<file path="config.mk">
export PLATFORM = sky130hd
export DESIGN_NAME = trng_health_monitor
export DESIGN_NICKNAME = d
export VERILOG_FILES = /design/src/verilog/trng_health_monitor.v
export VERILOG_INCLUDE_DIRS = /design/src /design/src/verilog
export SDC_FILE = /design/constraint.sdc
export NUM_CORES = 2
export LEC_CHECK = 0
export CAP_MARGIN = 20
export CORE_MARGIN = 3
export CORE_UTILIZATION = 60
export CTS_CLUSTER_DIAMETER = 100
export DETAILED_ROUTE_END_ITERATION = 6
export DONT_BUFFER_PORTS = 1
export GPL_ROUTABILITY_DRIVEN = 0
export HOLD_SLACK_MARGIN = 0.02
export PLACE_DENSITY = 0.8
export SLEW_MARGIN = 30
export SYNTH_ARGS = -nofsm -noshare
export SYNTH_HDL_FRONTEND = slang
export SYNTH_SLANG_ARGS = --single-unit
</file>
<file path="constraint.sdc">
create_clock -name core_clk -period 13.8 [get_ports core_clk]
set_clock_uncertainty 0.1 [all_clocks]
set_input_delay 0.69 -clock core_clk [delete_from_list [all_inputs] [get_ports core_clk]]
set_output_delay 0.69 -clock core_clk [all_outputs]
set_load 0.005 [all_outputs]
</file>
<file path="src/verilog/trng_health_map.vh">
// Constants for the generator health monitor: thresholds, windows, state word layout.
// Assumes inclusion by bare name from the monitor module only.
`ifndef TRNG_HEALTH_MAP_VH
`define TRNG_HEALTH_MAP_VH
// Pattern-period based test windows
`define TF_LAST 8'hfe
`define P2_LAST 12'hfef
`define CT_LAST 12'hfff
// Online test thresholds (strict bounds)
`define P1_MIN 16'h0004
`define P2_MIN 16'h00e4
`define P2_MAX 16'h0500
`define P2_SHIFT 13
// Delay chain and 512-bit block tests
`define CHAIN_LEN 40
`define BLOCK_LAST 9'h1ff
`define TPL_MIN 9'h023
`define TPL_MAX 9'h05d
`define TRN_MIN 9'h0b9
`define TRN_MAX 9'h146
// Error bit positions in the state word
`define ERR_TF 0
`define ERR_P1 1
`define ERR_P2 2
`define ERR_STUCK 3
`define ERR_NOEDGE 4
`define ERR_TPL 5
`define ERR_TRN 6
`define ERR_RCT_PLL 7
`define ERR_RCT_DC 8
`define ERR_APT_PLL 9
`define ERR_APT_DC 10
`define NUM_ERR 11
// Other state word fields
`define SW_READY 11
`define SW_P1_LO 16
`define SW_P2_LO 32
`define SW_TPL_LO 48
`endif

</file>
<file path="src/verilog/trng_health_monitor.v">
// Health tests, output selection and alarm path for a PLL-jitter and a delay-chain generator.
// Assumes pins from both entropy cores are asynchronous; the post-processor takes bit/valid.
`timescale 1ns/1ps
`include "trng_health_map.vh"

// Summary of operation
// [RL1] Evaluation: XOR or raw bit, raw default
// [RL2] User mode: raw stream only to post-processor
// [RL3] Count samples over 255 pattern periods
// [RL4] Empty period raises total failure and interrupt
// [RL5] Sample count per pattern period is parameter one
// [RL6] Jitter variance over 4080 pattern periods
// [RL7] Strict threshold checks on both parameters
// [RL8] 40-tap chain captured into 40-bit register
// [RL9] Sampling tick divided from reference clock
// [RL10] Edge position difference gives one raw bit
// [RL11] Parity filter XORs pairs of raw bits
// [RL12] Evaluation exposes chain raw and parity bits
// [RL13] Oscillator toggle checked every two cycles
// [RL14] Alarm when sample holds no edge
// [RL15] Count 111 per 512 bits, bounds 35..93
// [RL16] Count transitions per 512 bits, bounds 185..326
// [RL17] Repetition and proportion tests before post-processing
// [RL18] Continuous test window is 4096 pattern periods
// [RL19] All results gathered in 64-bit state word
// [RL20] Any error raises alarm and interrupt
// [RL21] Alarm halts streams until generator reset
// [RL22] Startup window must pass before data flows; only the post-processor streams wait for it, evaluation outputs do not
// [RL23] Error bits stay set until reset
module trng_health_monitor #(
	parameter SAMPLE_DIV = 16,
	parameter RCT_CUTOFF = 32
) (
	// Clock and reset
	input wire core_clk,
	input wire rst_n,
	// Control
	input wire eval_mode,
	input wire output_select,
	input wire [15:0] period_ratio,
	// Entropy core pins
	input wire xor_out,
	input wire pll_raw,
	input wire ring_osc_out,
	input wire [`CHAIN_LEN-1:0] chain_taps,
	// Post-processor streams
	output reg pll_pp_bit,
	output reg pll_pp_valid,
	output reg dc_pp_bit,
	output reg dc_pp_valid,
	// Evaluation outputs
	output reg eval_pll_bit,
	output reg eval_pll_valid,
	output reg eval_dc_raw,
	output reg eval_dc_parity,
	output reg eval_dc_valid,
	// Status
	output reg [63:0] state_word,
	output reg [15:0] sample_count_param,
	output reg [15:0] jitter_variance_param,
	output reg total_failure_alarm,
	output reg alarm,
	output reg irq_req,
	output reg ready
);

	////////////////////////////////////////////////////////////////////////////////
	// Functions

	// Index of first neighbour pair that differs, zero when none
	function [5:0] first_edge;
		input [`CHAIN_LEN-1:0] s;
		integer i;
		begin
			first_edge = 6'h00;
			for (i = `CHAIN_LEN - 2; i >= 0; i = i - 1) begin
				if (s[i] != s[i+1]) begin
					first_edge = i[5:0];
				end
			end
		end
	endfunction

	// Proportion of ones outside a quarter to three quarters
	function apt_bad;
		input [23:0] ones;
		input [23:0] total;
		begin
			apt_bad = (total != 24'h00_0000) &&
				(({2'b00, ones} << 2) < {2'b00, total} ||
				({2'b00, ones} << 2) > ({2'b00, total} << 1) + {2'b00, total});
		end
	endfunction

	////////////////////////////////////////////////////////////////////////////////
	// Input synchronisers
	reg [1:0] xor_sync; // Second flop feeds logic
	reg [1:0] raw_sync;
	reg [1:0] osc_sync;
	reg [`CHAIN_LEN-1:0] taps_meta; // First stage, read only by taps_sync
	reg [`CHAIN_LEN-1:0] taps_sync;
	reg xor_d; // Previous synced XOR level
	reg osc_d;

	always @(posedge core_clk) begin
		xor_sync <= {xor_sync[0], xor_out};
		raw_sync <= {raw_sync[0], pll_raw};
		osc_sync <= {osc_sync[0], ring_osc_out};
		taps_meta <= chain_taps;
		taps_sync <= taps_meta;
		xor_d <= xor_sync[1];
		osc_d <= osc_sync[1];
	end

	////////////////////////////////////////////////////////////////////////////////
	// Pattern period timing and PLL tests
	wire [15:0] kd_last = (period_ratio == 16'h0000) ? 16'h0000 : period_ratio - 16'h0001;
	wire xor_edge = xor_sync[1] & ~xor_d; // One random sample
	reg [15:0] kd_cnt; // Cycles inside current pattern period
	reg [15:0] samp_cnt; // Samples inside current pattern period
	reg [15:0] prev_p1;
	reg [7:0] tf_cnt; // Pattern periods in total failure window
	reg [11:0] p2_cnt;
	reg [47:0] p2_acc; // Sum of squared period-to-period differences
	reg [11:0] ct_cnt; // Continuous test window
	reg started; // First total failure window done
	reg [`NUM_ERR-1:0] err;
	wire tq_end = (kd_cnt >= kd_last);
	wire [15:0] p1_now = samp_cnt + {15'h0000, xor_edge};
	wire [16:0] diff = {1'b0, p1_now} - {1'b0, prev_p1};
	wire [16:0] mag = diff[16] ? (17'h0_0000 - diff) : diff;
	wire [33:0] sq = mag * mag;
	wire [47:0] p2_sum = p2_acc + {14'h0000, sq};
	wire [34:0] p2_full = p2_sum[47:`P2_SHIFT];
	wire [15:0] p2_now = (p2_full > 35'h0_0000_ffff) ? 16'hffff : p2_full[15:0];
	wire halt = alarm; // Generation stops on alarm

	// Pattern period counters and parameter computation
	always @(posedge core_clk) begin
		if (!rst_n) begin
			kd_cnt <= 16'h0000;
			samp_cnt <= 16'h0000;
			prev_p1 <= 16'h0000;
			tf_cnt <= 8'h00;
			p2_cnt <= 12'h000;
			p2_acc <= 48'h0000_0000_0000;
			ct_cnt <= 12'h000;
			started <= 1'b0;
			sample_count_param <= 16'h0000;
			jitter_variance_param <= 16'h0000;
		end else if (tq_end) begin
			kd_cnt <= 16'h0000;
			samp_cnt <= 16'h0000;
			prev_p1 <= p1_now;
			sample_count_param <= p1_now; // RL5
			tf_cnt <= (tf_cnt == `TF_LAST) ? 8'h00 : tf_cnt + 8'h01; // RL3
			if (tf_cnt == `TF_LAST) begin
				started <= 1'b1; // RL22
			end
			ct_cnt <= ct_cnt + 12'h001; // RL18
			if (p2_cnt == `P2_LAST) begin
				p2_cnt <= 12'h000; // RL6
				p2_acc <= 48'h0000_0000_0000;
				jitter_variance_param <= p2_now;
			end else begin
				p2_cnt <= p2_cnt + 12'h001;
				p2_acc <= p2_sum;
			end
		end else begin
			kd_cnt <= kd_cnt + 16'h0001;
			samp_cnt <= p1_now; // RL3
		end
	end

	////////////////////////////////////////////////////////////////////////////////
	// Delay-chain sampling, encoder and parity filter
	reg [15:0] div_cnt; // Sampling clock divider
	reg [`CHAIN_LEN-1:0] chain_reg; // 40-bit sample register
	reg [5:0] prev_pos;
	reg dc_raw; // Latest raw bit
	reg dc_raw_valid;
	reg par_phase; // Set while a pair waits for its second bit
	reg par_first;
	reg dc_par;
	reg dc_par_valid;
	wire samp_tick = (div_cnt == SAMPLE_DIV - 1) && !halt; // RL9
	wire [5:0] pos = first_edge(chain_reg);

	// Capture chain on divided tick, then encode position difference
	always @(posedge core_clk) begin
		if (!rst_n) begin
			div_cnt <= 16'h0000;
			chain_reg <= {`CHAIN_LEN{1'b0}};
			prev_pos <= 6'h00;
			dc_raw <= 1'b0;
			dc_raw_valid <= 1'b0;
			par_phase <= 1'b0;
			par_first <= 1'b0;
			dc_par <= 1'b0;
			dc_par_valid <= 1'b0;
		end else begin
			div_cnt <= (div_cnt == SAMPLE_DIV - 1) ? 16'h0000 : div_cnt + 16'h0001; // RL9
			dc_raw_valid <= samp_tick;
			dc_par_valid <= 1'b0;
			if (samp_tick) begin
				chain_reg <= taps_sync; // RL8
				prev_pos <= pos;
				dc_raw <= pos[0] ^ prev_pos[0]; // RL10
			end
			if (dc_raw_valid) begin
				par_phase <= ~par_phase;
				par_first <= dc_raw;
				if (par_phase) begin
					dc_par <= par_first ^ dc_raw; // RL11
					dc_par_valid <= 1'b1;
				end
			end
		end
	end

	////////////////////////////////////////////////////////////////////////////////
	// Delay-chain failure and 512-bit block tests
	reg win_ph; // Two-cycle edge window phase
	reg toggled;
	reg [8:0] blk_cnt;
	reg [1:0] hist; // Two previous raw bits
	reg [8:0] tpl_cnt;
	reg [8:0] trn_cnt;
	reg [8:0] tpl_last;
	wire [8:0] tpl_next = tpl_cnt + {8'h00, (hist == 2'b11) & dc_raw};
	wire [8:0] trn_next = trn_cnt + {8'h00, hist[0] ^ dc_raw};

	// Pattern and transition counters per block
	always @(posedge core_clk) begin
		if (!rst_n) begin
			win_ph <= 1'b0;
			toggled <= 1'b0;
			blk_cnt <= 9'h000;
			hist <= 2'b00;
			tpl_cnt <= 9'h000;
			trn_cnt <= 9'h000;
			tpl_last <= 9'h000;
		end else begin
			win_ph <= ~win_ph;
			toggled <= win_ph ? 1'b0 : (osc_sync[1] ^ osc_d); // RL13
			if (dc_raw_valid) begin
				hist <= {hist[0], dc_raw};
				blk_cnt <= blk_cnt + 9'h001;
				if (blk_cnt == `BLOCK_LAST) begin
					tpl_cnt <= 9'h000;
					trn_cnt <= 9'h000;
					tpl_last <= tpl_next;
				end else begin
					tpl_cnt <= tpl_next; // RL15
					trn_cnt <= trn_next; // RL16
				end
			end
		end
	end

	////////////////////////////////////////////////////////////////////////////////
	// Continuous tests on the streams entering post-processing
	reg [15:0] run_pll;
	reg [15:0] run_dc;
	reg last_pll;
	reg last_dc;
	reg [23:0] ones_pll;
	reg [23:0] bits_pll;
	reg [23:0] ones_dc;
	reg [23:0] bits_dc;
	wire ct_end = tq_end && (ct_cnt == `CT_LAST);

	// Run lengths and window proportions, on the pattern-period raw bit and parity output
	always @(posedge core_clk) begin
		if (!rst_n) begin
			run_pll <= 16'h0000;
			run_dc <= 16'h0000;
			last_pll <= 1'b0;
			last_dc <= 1'b0;
			ones_pll <= 24'h00_0000;
			bits_pll <= 24'h00_0000;
			ones_dc <= 24'h00_0000;
			bits_dc <= 24'h00_0000;
		end else begin
			if (tq_end) begin
				last_pll <= raw_sync[1];
				run_pll <= (raw_sync[1] == last_pll) ? run_pll + 16'h0001 : 16'h0000; // RL17
			end
			if (dc_par_valid) begin
				last_dc <= dc_par;
				run_dc <= (dc_par == last_dc) ? run_dc + 16'h0001 : 16'h0000; // RL17
			end
			if (ct_end) begin
				ones_pll <= 24'h00_0000; // RL18
				bits_pll <= 24'h00_0000;
				ones_dc <= 24'h00_0000;
				bits_dc <= 24'h00_0000;
			end else begin
				ones_pll <= ones_pll + {23'h00_0000, tq_end & raw_sync[1]};
				bits_pll <= bits_pll + {23'h00_0000, tq_end};
				ones_dc <= ones_dc + {23'h00_0000, dc_par_valid & dc_par};
				bits_dc <= bits_dc + {23'h00_0000, dc_par_valid};
			end
		end
	end

	////////////////////////////////////////////////////////////////////////////////
	// Sticky errors, alarm and state word
	reg [`NUM_ERR-1:0] next_err;

	// New failures are OR-ed in; only reset clears them
	always @* begin
		next_err = err; // RL23
		if (tq_end && p1_now == 16'h0000) next_err[`ERR_TF] = 1'b1; // RL4
		if (tq_end && !(p1_now > `P1_MIN && p1_now < {2'b00, period_ratio[15:2]}))
			next_err[`ERR_P1] = 1'b1; // RL7
		if (tq_end && p2_cnt == `P2_LAST && !(p2_now > `P2_MIN && p2_now < `P2_MAX))
			next_err[`ERR_P2] = 1'b1; // RL7
		if (win_ph && !toggled && !(osc_sync[1] ^ osc_d)) next_err[`ERR_STUCK] = 1'b1; // RL13
		if (dc_raw_valid && (chain_reg == {`CHAIN_LEN{1'b0}} ||
			chain_reg == {`CHAIN_LEN{1'b1}})) next_err[`ERR_NOEDGE] = 1'b1; // RL14
		if (dc_raw_valid && blk_cnt == `BLOCK_LAST && !(tpl_next > `TPL_MIN && tpl_next < `TPL_MAX))
			next_err[`ERR_TPL] = 1'b1; // RL15
		if (dc_raw_valid && blk_cnt == `BLOCK_LAST && !(trn_next > `TRN_MIN && trn_next < `TRN_MAX))
			next_err[`ERR_TRN] = 1'b1; // RL16
		if (run_pll >= RCT_CUTOFF) next_err[`ERR_RCT_PLL] = 1'b1; // RL17
		if (run_dc >= RCT_CUTOFF) next_err[`ERR_RCT_DC] = 1'b1;
		if (ct_end && apt_bad(ones_pll, bits_pll)) next_err[`ERR_APT_PLL] = 1'b1;
		if (ct_end && apt_bad(ones_dc, bits_dc)) next_err[`ERR_APT_DC] = 1'b1;
	end

	// Error register, alarm, interrupt pulse and status word
	always @(posedge core_clk) begin
		if (!rst_n) begin
			err <= {`NUM_ERR{1'b0}};
			alarm <= 1'b0;
			irq_req <= 1'b0;
			total_failure_alarm <= 1'b0;
			ready <= 1'b0;
			state_word <= 64'h0000_0000_0000_0000;
		end else begin
			err <= next_err; // RL23
			alarm <= |next_err; // RL20
			irq_req <= (|next_err) & ~alarm; // RL20
			total_failure_alarm <= next_err[`ERR_TF]; // RL4
			ready <= started & ~(|next_err); // RL22
			state_word <= 64'h0000_0000_0000_0000;
			state_word[`NUM_ERR-1:0] <= next_err; // RL19
			state_word[`SW_READY] <= started & ~(|next_err);
			state_word[`SW_P1_LO+15:`SW_P1_LO] <= sample_count_param;
			state_word[`SW_P2_LO+15:`SW_P2_LO] <= jitter_variance_param;
			state_word[`SW_TPL_LO+8:`SW_TPL_LO] <= tpl_last;
		end
	end

	////////////////////////////////////////////////////////////////////////////////
	// Output routing by mode
	wire flow = ready & ~alarm; // RL21

	// User mode feeds post-processor; evaluation mode exposes core signals
	always @(posedge core_clk) begin
		if (!rst_n) begin
			pll_pp_bit <= 1'b0;
			pll_pp_valid <= 1'b0;
			dc_pp_bit <= 1'b0;
			dc_pp_valid <= 1'b0;
			eval_pll_bit <= 1'b0;
			eval_pll_valid <= 1'b0;
			eval_dc_raw <= 1'b0;
			eval_dc_parity <= 1'b0;
			eval_dc_valid <= 1'b0;
		end else begin
			pll_pp_bit <= raw_sync[1]; // RL2
			pll_pp_valid <= ~eval_mode & flow & tq_end & ~halt; // RL21
			dc_pp_bit <= dc_par;
			dc_pp_valid <= ~eval_mode & flow & dc_par_valid; // RL21
			eval_pll_bit <= output_select ? xor_sync[1] : raw_sync[1]; // RL1
			eval_pll_valid <= eval_mode & ~halt & (output_select | tq_end); // RL1
			eval_dc_raw <= dc_raw; // RL12
			eval_dc_parity <= dc_par;
			eval_dc_valid <= eval_mode & dc_raw_valid; // RL12
		end
	end

endmodule // trng_health_monitor

</file>
=== Word-level counts from Yosys, hierarchy flattened ===
Index checks and enable logic that the tools add are counted.

* Input port bits: 63
* Logic and storage cells: 272
* Flip-flop bits (word level): 553

* Multiply operators: 1
* Add/subtract/negate cells: 21
* Reduce and logical (&&, ||, !) cells: 45
* Bitwise operators: 26
* Magnitude comparators: 16
* Eq/ne operators: 47
* Mux-type cells: 61

{| class="wikitable"
|+ Operator list
! cell !! count
|-
| 24-bit by 1-bit adder with 24-bit output || 4
|-
| 16-bit by 1-bit adder with 16-bit output, second input constant || 4
|-
| 16-bit two-way mux || 4
|-
| 25-bit by 24-bit adder with 26-bit output || 2
|-
| 26-bit > comparator || 2
|-
| 26-bit by 24-bit < comparator with 1-bit output || 2
|-
| 1-bit two-way mux || 51
|-
| 48-bit by 34-bit adder with 48-bit output || 1
|-
| 48-bit two-way mux || 1
|-
| 24-bit nonzero test || 2
|-
| 40-bit == test, second input constant || 1
|-
| 40-bit logical NOT || 1
|-
| 1-bit != test || 38
|-
| 35-bit by 16-bit > comparator with 1-bit output, second input constant || 1
|-
| 17-bit by 17-bit multiplier with 34-bit output || 1
|-
| 16-bit by 6-bit >= comparator with 1-bit output, second input constant || 2
|-
| 16-bit logical NOT || 2
|-
| 12-bit by 1-bit adder with 12-bit output, second input constant || 2
|-
| 12-bit == test, second input constant || 2
|-
| 1-bit logical AND || 20
|-
| 9-bit by 1-bit adder with 9-bit output || 2
|-
| 9-bit two-way mux || 2
|-
| 17-bit two-way mux || 1
|-
| 1-bit by 17-bit subtractor with 17-bit output, first input constant || 1
|-
| other kinds (30) || 68
|}

=== Longest topological paths before layout ===
* Word-level depth: 40
* Depth in mapped cells: 48
* Depth with buffers taken out: 43

=== Least setup slack after synthesis ===
Ideal clock, no wire load.

* Kind: flip-flop to flip-flop
* Start: register xor_sync[1]
* End: register jitter_variance_param[13]
* Stages on the path, launching flop included: 46
* Path buffers: 4
* Setup time: 140 ps
* Path slack: 3,595 ps
* Data arrival time: 9,965 ps
* Cells stage by stage: dfxtp_1 nor2b_1 ha_1 nand4_1 nor2_1 nand2_1 xor2_1 inv_1 ha_1 inv_1 o21bai_1 a21o_1 o31a_1 a31oi_1 a21o_1 o21ai_1 buf_2 a21oi_1 [10 not listed] fa_1 inv_1 fa_1 inv_1 ha_1 and3_1 and2_1 a21oi_1 a21oi_1 o211a_1 or2_1 o311ai_1 and4b_1 nand3_1 and4bb_1 buf_2 buf_4 a31oi_1

* Word-level cells in the longest chain between the ends: 9

{| class="wikitable"
|+ Ends and longest elaborated chain
! what !! RTL line !! source
|-
| from (decl) || trng_health_monitor.v:97 || <nowiki>reg [1:0] xor_sync;</nowiki>
|-
| from (signal assigned) || trng_health_monitor.v:106 || <nowiki>xor_sync <= {xor_sync[0], xor_out};</nowiki>
|-
| 1-bit AND * || trng_health_monitor.v:118 || <nowiki>wire xor_edge = xor_sync[1] & ~xor_d;</nowiki>
|-
| 16-bit by 1-bit adder with 16-bit output * || trng_health_monitor.v:129 || <nowiki>wire [15:0] p1_now = samp_cnt + {15'h0000, xor_edge};</nowiki>
|-
| via p1_now[9] || trng_health_monitor.v:129 ||
|-
| 16-bit by 16-bit subtractor with 17-bit output * || trng_health_monitor.v:130 || <nowiki>wire [16:0] diff = {1'b0, p1_now} - {1'b0, prev_p1};</nowiki>
|-
| 1-bit by 17-bit subtractor with 17-bit output || trng_health_monitor.v:131 || <nowiki>wire [16:0] mag = diff[16] ? (17'h0_0000 - diff) : diff;</nowiki>
|-
| 17-bit two-way mux * || trng_health_monitor.v:131 ||
|-
| 17-bit by 17-bit multiplier with 34-bit output * || trng_health_monitor.v:132 || <nowiki>wire [33:0] sq = mag * mag;</nowiki>
|-
| 48-bit by 34-bit adder with 48-bit output * || trng_health_monitor.v:133 || <nowiki>wire [47:0] p2_sum = p2_acc + {14'h0000, sq};</nowiki>
|-
| 35-bit by 16-bit > comparator with 1-bit output || trng_health_monitor.v:135 || <nowiki>wire [15:0] p2_now = (p2_full > 35'h0_0000_ffff) ? 16'hffff : p2_full[15:0];</nowiki>
|-
| 16-bit two-way mux * || trng_health_monitor.v:135 ||
|-
| to (signal assigned) || trng_health_monitor.v:164 || <nowiki>jitter_variance_param <= p2_now;</nowiki>
|-
| to (decl) || trng_health_monitor.v:60 || <nowiki>output reg [15:0] jitter_variance_param,</nowiki>
|}

Mark *: on every way through the listed nets, which the timed path passes. The rest lies on a longest branch.
A chain may end at the register's enable or synchronous reset.

=== Final worst setup path ===
* Start: register xor_sync[1]
* End: register irq_req

* Word-level cells in the longest chain between the ends: 16
* Elaborated cells on any way between the ends: 26
* Classes of those cells: add/sub: 4; mul: 1; order compare: 5; mux: 5; bitwise: 2; reduce/logical: 9

{| class="wikitable"
|+ Ends and longest elaborated chain
! what !! RTL line !! source
|-
| 1-bit AND * || trng_health_monitor.v:118 ||
|-
| 16-bit by 1-bit adder with 16-bit output * || trng_health_monitor.v:129 ||
|-
| via p1_now[9] || trng_health_monitor.v:129 ||
|-
| 16-bit by 16-bit subtractor with 17-bit output || trng_health_monitor.v:130 ||
|-
| 1-bit by 17-bit subtractor with 17-bit output || trng_health_monitor.v:131 ||
|-
| 17-bit two-way mux || trng_health_monitor.v:131 ||
|-
| 17-bit by 17-bit multiplier with 34-bit output || trng_health_monitor.v:132 ||
|-
| 48-bit by 34-bit adder with 48-bit output || trng_health_monitor.v:133 ||
|-
| 35-bit by 16-bit > comparator with 1-bit output || trng_health_monitor.v:135 ||
|-
| 16-bit two-way mux || trng_health_monitor.v:135 ||
|-
| 16-bit by 8-bit > comparator with 1-bit output (no source line) / 16-bit by 11-bit < comparator with 1-bit output (equally long branches) || -- ||
|-
| 1-bit logical AND (no source line) || -- ||
|-
| 1-bit logical NOT || trng_health_monitor.v:317 || <nowiki>if (tq_end && p2_cnt == `P2_LAST && !(p2_now > `P2_MIN && p2_now < `P2_MAX))</nowiki>
|-
| 1-bit logical AND || trng_health_monitor.v:317 ||
|-
| 1-bit two-way mux || trng_health_monitor.v:317 ||
|-
| 11-bit OR reduction * || trng_health_monitor.v:344 || <nowiki>irq_req <= (|next_err) & ~alarm;</nowiki>
|-
| 1-bit AND * || trng_health_monitor.v:344 ||
|-
| to (signal assigned) || trng_health_monitor.v:344 ||
|-
| to (decl) || trng_health_monitor.v:63 || <nowiki>output reg irq_req,</nowiki>
|}

Marked as above.

==> reports/results.ini <==
[timing]
hold_viol=0
final-max-slew-violation-count=0
setup_viol=0
fin_crit_sh=0.870
rsz0062_at_grt=no
tightest_slew_ns=1.04
tns_ns=0
clock.fmax_mhz=83.3
slew_headroom=0.303
min_period_ns=12.01

[synthesis]
syn_avg_cell_area_um2=8.63
synth_area_um2=36400
ys_async_sr_fraction=0
muxShareOfSynthArea=0.00513
yosys.area_share.simple=0.181
synth_ff_type=dfxtp_1
synth_edf_count=0
yosysUniqueCellTypes=92
synth_compound_area_frac=0.114
synth_fa_ha_area_frac=0.257
yosys.area.top_type=dfxtp_1
synth_warnings=0
postSynthCellCount=4211
synth.area.top_cells=dfxtp_1 (29%), ha_1 (13%), fa_1 (13%)
yosysSeqAreaShare=0.291
synth_xor_area_frac=0.0799
synth_top_family_by_area=adder cells
ys_ff_latch=528
synth_top_cell_area_share=0.291

[worst_setup_path]
worst-setup-path-type=reg -> reg
slowest_delay_ns=0.59
worstPathArrival_ns=12.44
crit_top_cell=inv_1
rr_startpoint=xor_sync[1]
cp-start-kind=flip-flop
cp.buffers_inverters=8
end_kind=flip-flop
path_max_fanout=17
rrSetupSlack_ns=1.79
cp_data_required_time_ns=14.22
path_delay_family=adder cells
worstSetupStartpoint=xor_sync[1]
critical_path.slowest_cell=o21ai_2

[grt]
grt_overflow_total=0
grt_max_degree=82
antenna_found_initial=1
grt_pass1_wl_mm=142
grt_pass1_vias=28400
grt_use_total=0.269

[layout]
seqCellArea_um2=10600
nets=4878
syn_to_final_growth_pct=8.13
fillers=4740
multi_input_area_um2=23300
final_layout_size_suffix_gt1_frac=0.0372
largest_reg_flops=53
biggestRegsByFlops=state_word (53), p2_acc (48)
largest-register=state_word

[route]
wl_per_cell_um=16.9
met3WireLength_mm=6.88
drt-met1-wl_mm=37.3
wl_met2_mm=38.2
drt_first_pass_iters=6
drt-total-wl_mm=85.0
vias=28600
maxUsedRoutingLayer=met4
ant_nets=0
via_per_inst=5.69
drc=0
drt_iter0_drc=1955

[worst_hold_path]
min_from=eval_mode
worst_hold_path_type=in -> reg

[floorplan]
ios=172
die_width_um=252
rows=89
die_y_um=252
dieArea_um2=63600
start_util=0.611
core_um2=59500

[clocking]
cts.sinks=528
cts_root_buf=clkbuf_16
clock_latency_ns=0.64
cts_buffers=53
cts_buffer_depth=3
clkSlewWorstSetupHoldPaths_ns=0.06
htreeDepth=2
cts_tree=built
cts-resized-gates=0

[power_and_ir_drop]
fin_total_pwr_mw=3.36
ir_drop_mv=0.169
power.leakage_nw=17.8
powerDensity_nw_per_um2=85.5

[placed_design]
hpwl_mm=63.4
portBuffers=0

[outcome]
status=finished, final reports clean

[flow_run]
drv_cap=0

[metal layers]
metal  GRT usage  up-vias
met5           0        -
met4      0.0921        0
met3      0.0534      172
met2       0.432      892
met1       0.364    13500
li1            -    14000
[final timing paths]
path | end | depth (start not counted)
worst max-delay path | irq_req | 42
worst min-delay path | pll_pp_valid | 1
worst max register to register | irq_req | 42
worst min register to register | taps_sync[27] | 0
[power by group]
part / switching [mW] / leakage (nW) / internal, mW / total, mW
combinational: 0.163 / 12.6 / 0.0901 / 0.253
clock: 0.660 / 0.906 / 0.896 / 1.56
sequential: 0.00931 / 4.29 / 1.54 / 1.55
[area by class of cell]
class,count,area share
repair buffers,59,0.0141
multi-input cells,3027,0.593
diodes,1,0.0000637
flip-flops and latches,528,0.269
clock buffers,67,0.0361
inverters,536,0.0513
well taps,773,0.0246
clock inverters,33,0.0121
[cell usage after synthesis (44+ instances only)]
cell / count
a21oi_1: 200
nor3_1: 57
fa_1: 228
a21o_1: 46
and2_1: 66
clkbuf_1: 109
xnor2_1: 181
nand4_1: 85
dfxtp_1: 528
inv_1: 531
o21ai_0: 148
nand3_1: 116
nand2_1: 389
xor2_1: 147
a211oi_1: 44
ha_1: 382
and3_1: 65
nor2_1: 433
[kinds of logic (layout without fill, tap and decap cells)]
logic type | after synthesis | count (layout)
buffers and inverters | 676 | 695
multiplexers | 18 | 18
XOR/XNOR | 330 | 330
AO/OA/AOI/OAI | 653 | 653
flip-flops | 528 | 528
adder cells (fa/ha/maj) | 610 | 610
other | 2 | 23
AND/OR/NAND/NOR | 1394 | 1394
[timing repair]
item                      4_1_cts  5_1_grt
hold endpoints to repair       44        0
buffers inserted                0        0
hold buffers                   44        0
[stage by stage]
stage	std cells	cell area (um^2)	hold WS, ns	utilization	setup WS [ns]
final	5024	39300	0.0650	0.661	1.79
after global routing	5023	39300	0.0552	0.661	0.960
after CTS	5023	39300	0.0255	0.661	1.95
after detailed placement	4879	37000	0.212	0.621	2.00
after global placement	4879	36900	0.211	0.621	1.99
after floorplan	4231	36400	0.210	-	3.60
[cells in the final DEF, fill, tap and decap left out, types with 46 or more instances in the layout]
| cell | n |
|---|---|
| xor2_1 | 146 |
| nand4_1 | 85 |
| a21o_1 | 46 |
| clkbuf_16 | 53 |
| ha_1 | 382 |
| and3_1 | 65 |
| nor2_1 | 431 |
| a21oi_1 | 200 |
| nand3_1 | 116 |
| fa_1 | 228 |
| inv_1 | 530 |
| xnor2_1 | 181 |
| nor3_1 | 56 |
| nand2_1 | 386 |
| dfxtp_1 | 528 |
| o21ai_0 | 148 |
| and2_1 | 66 |
Power figures use the tool's default switching activity.
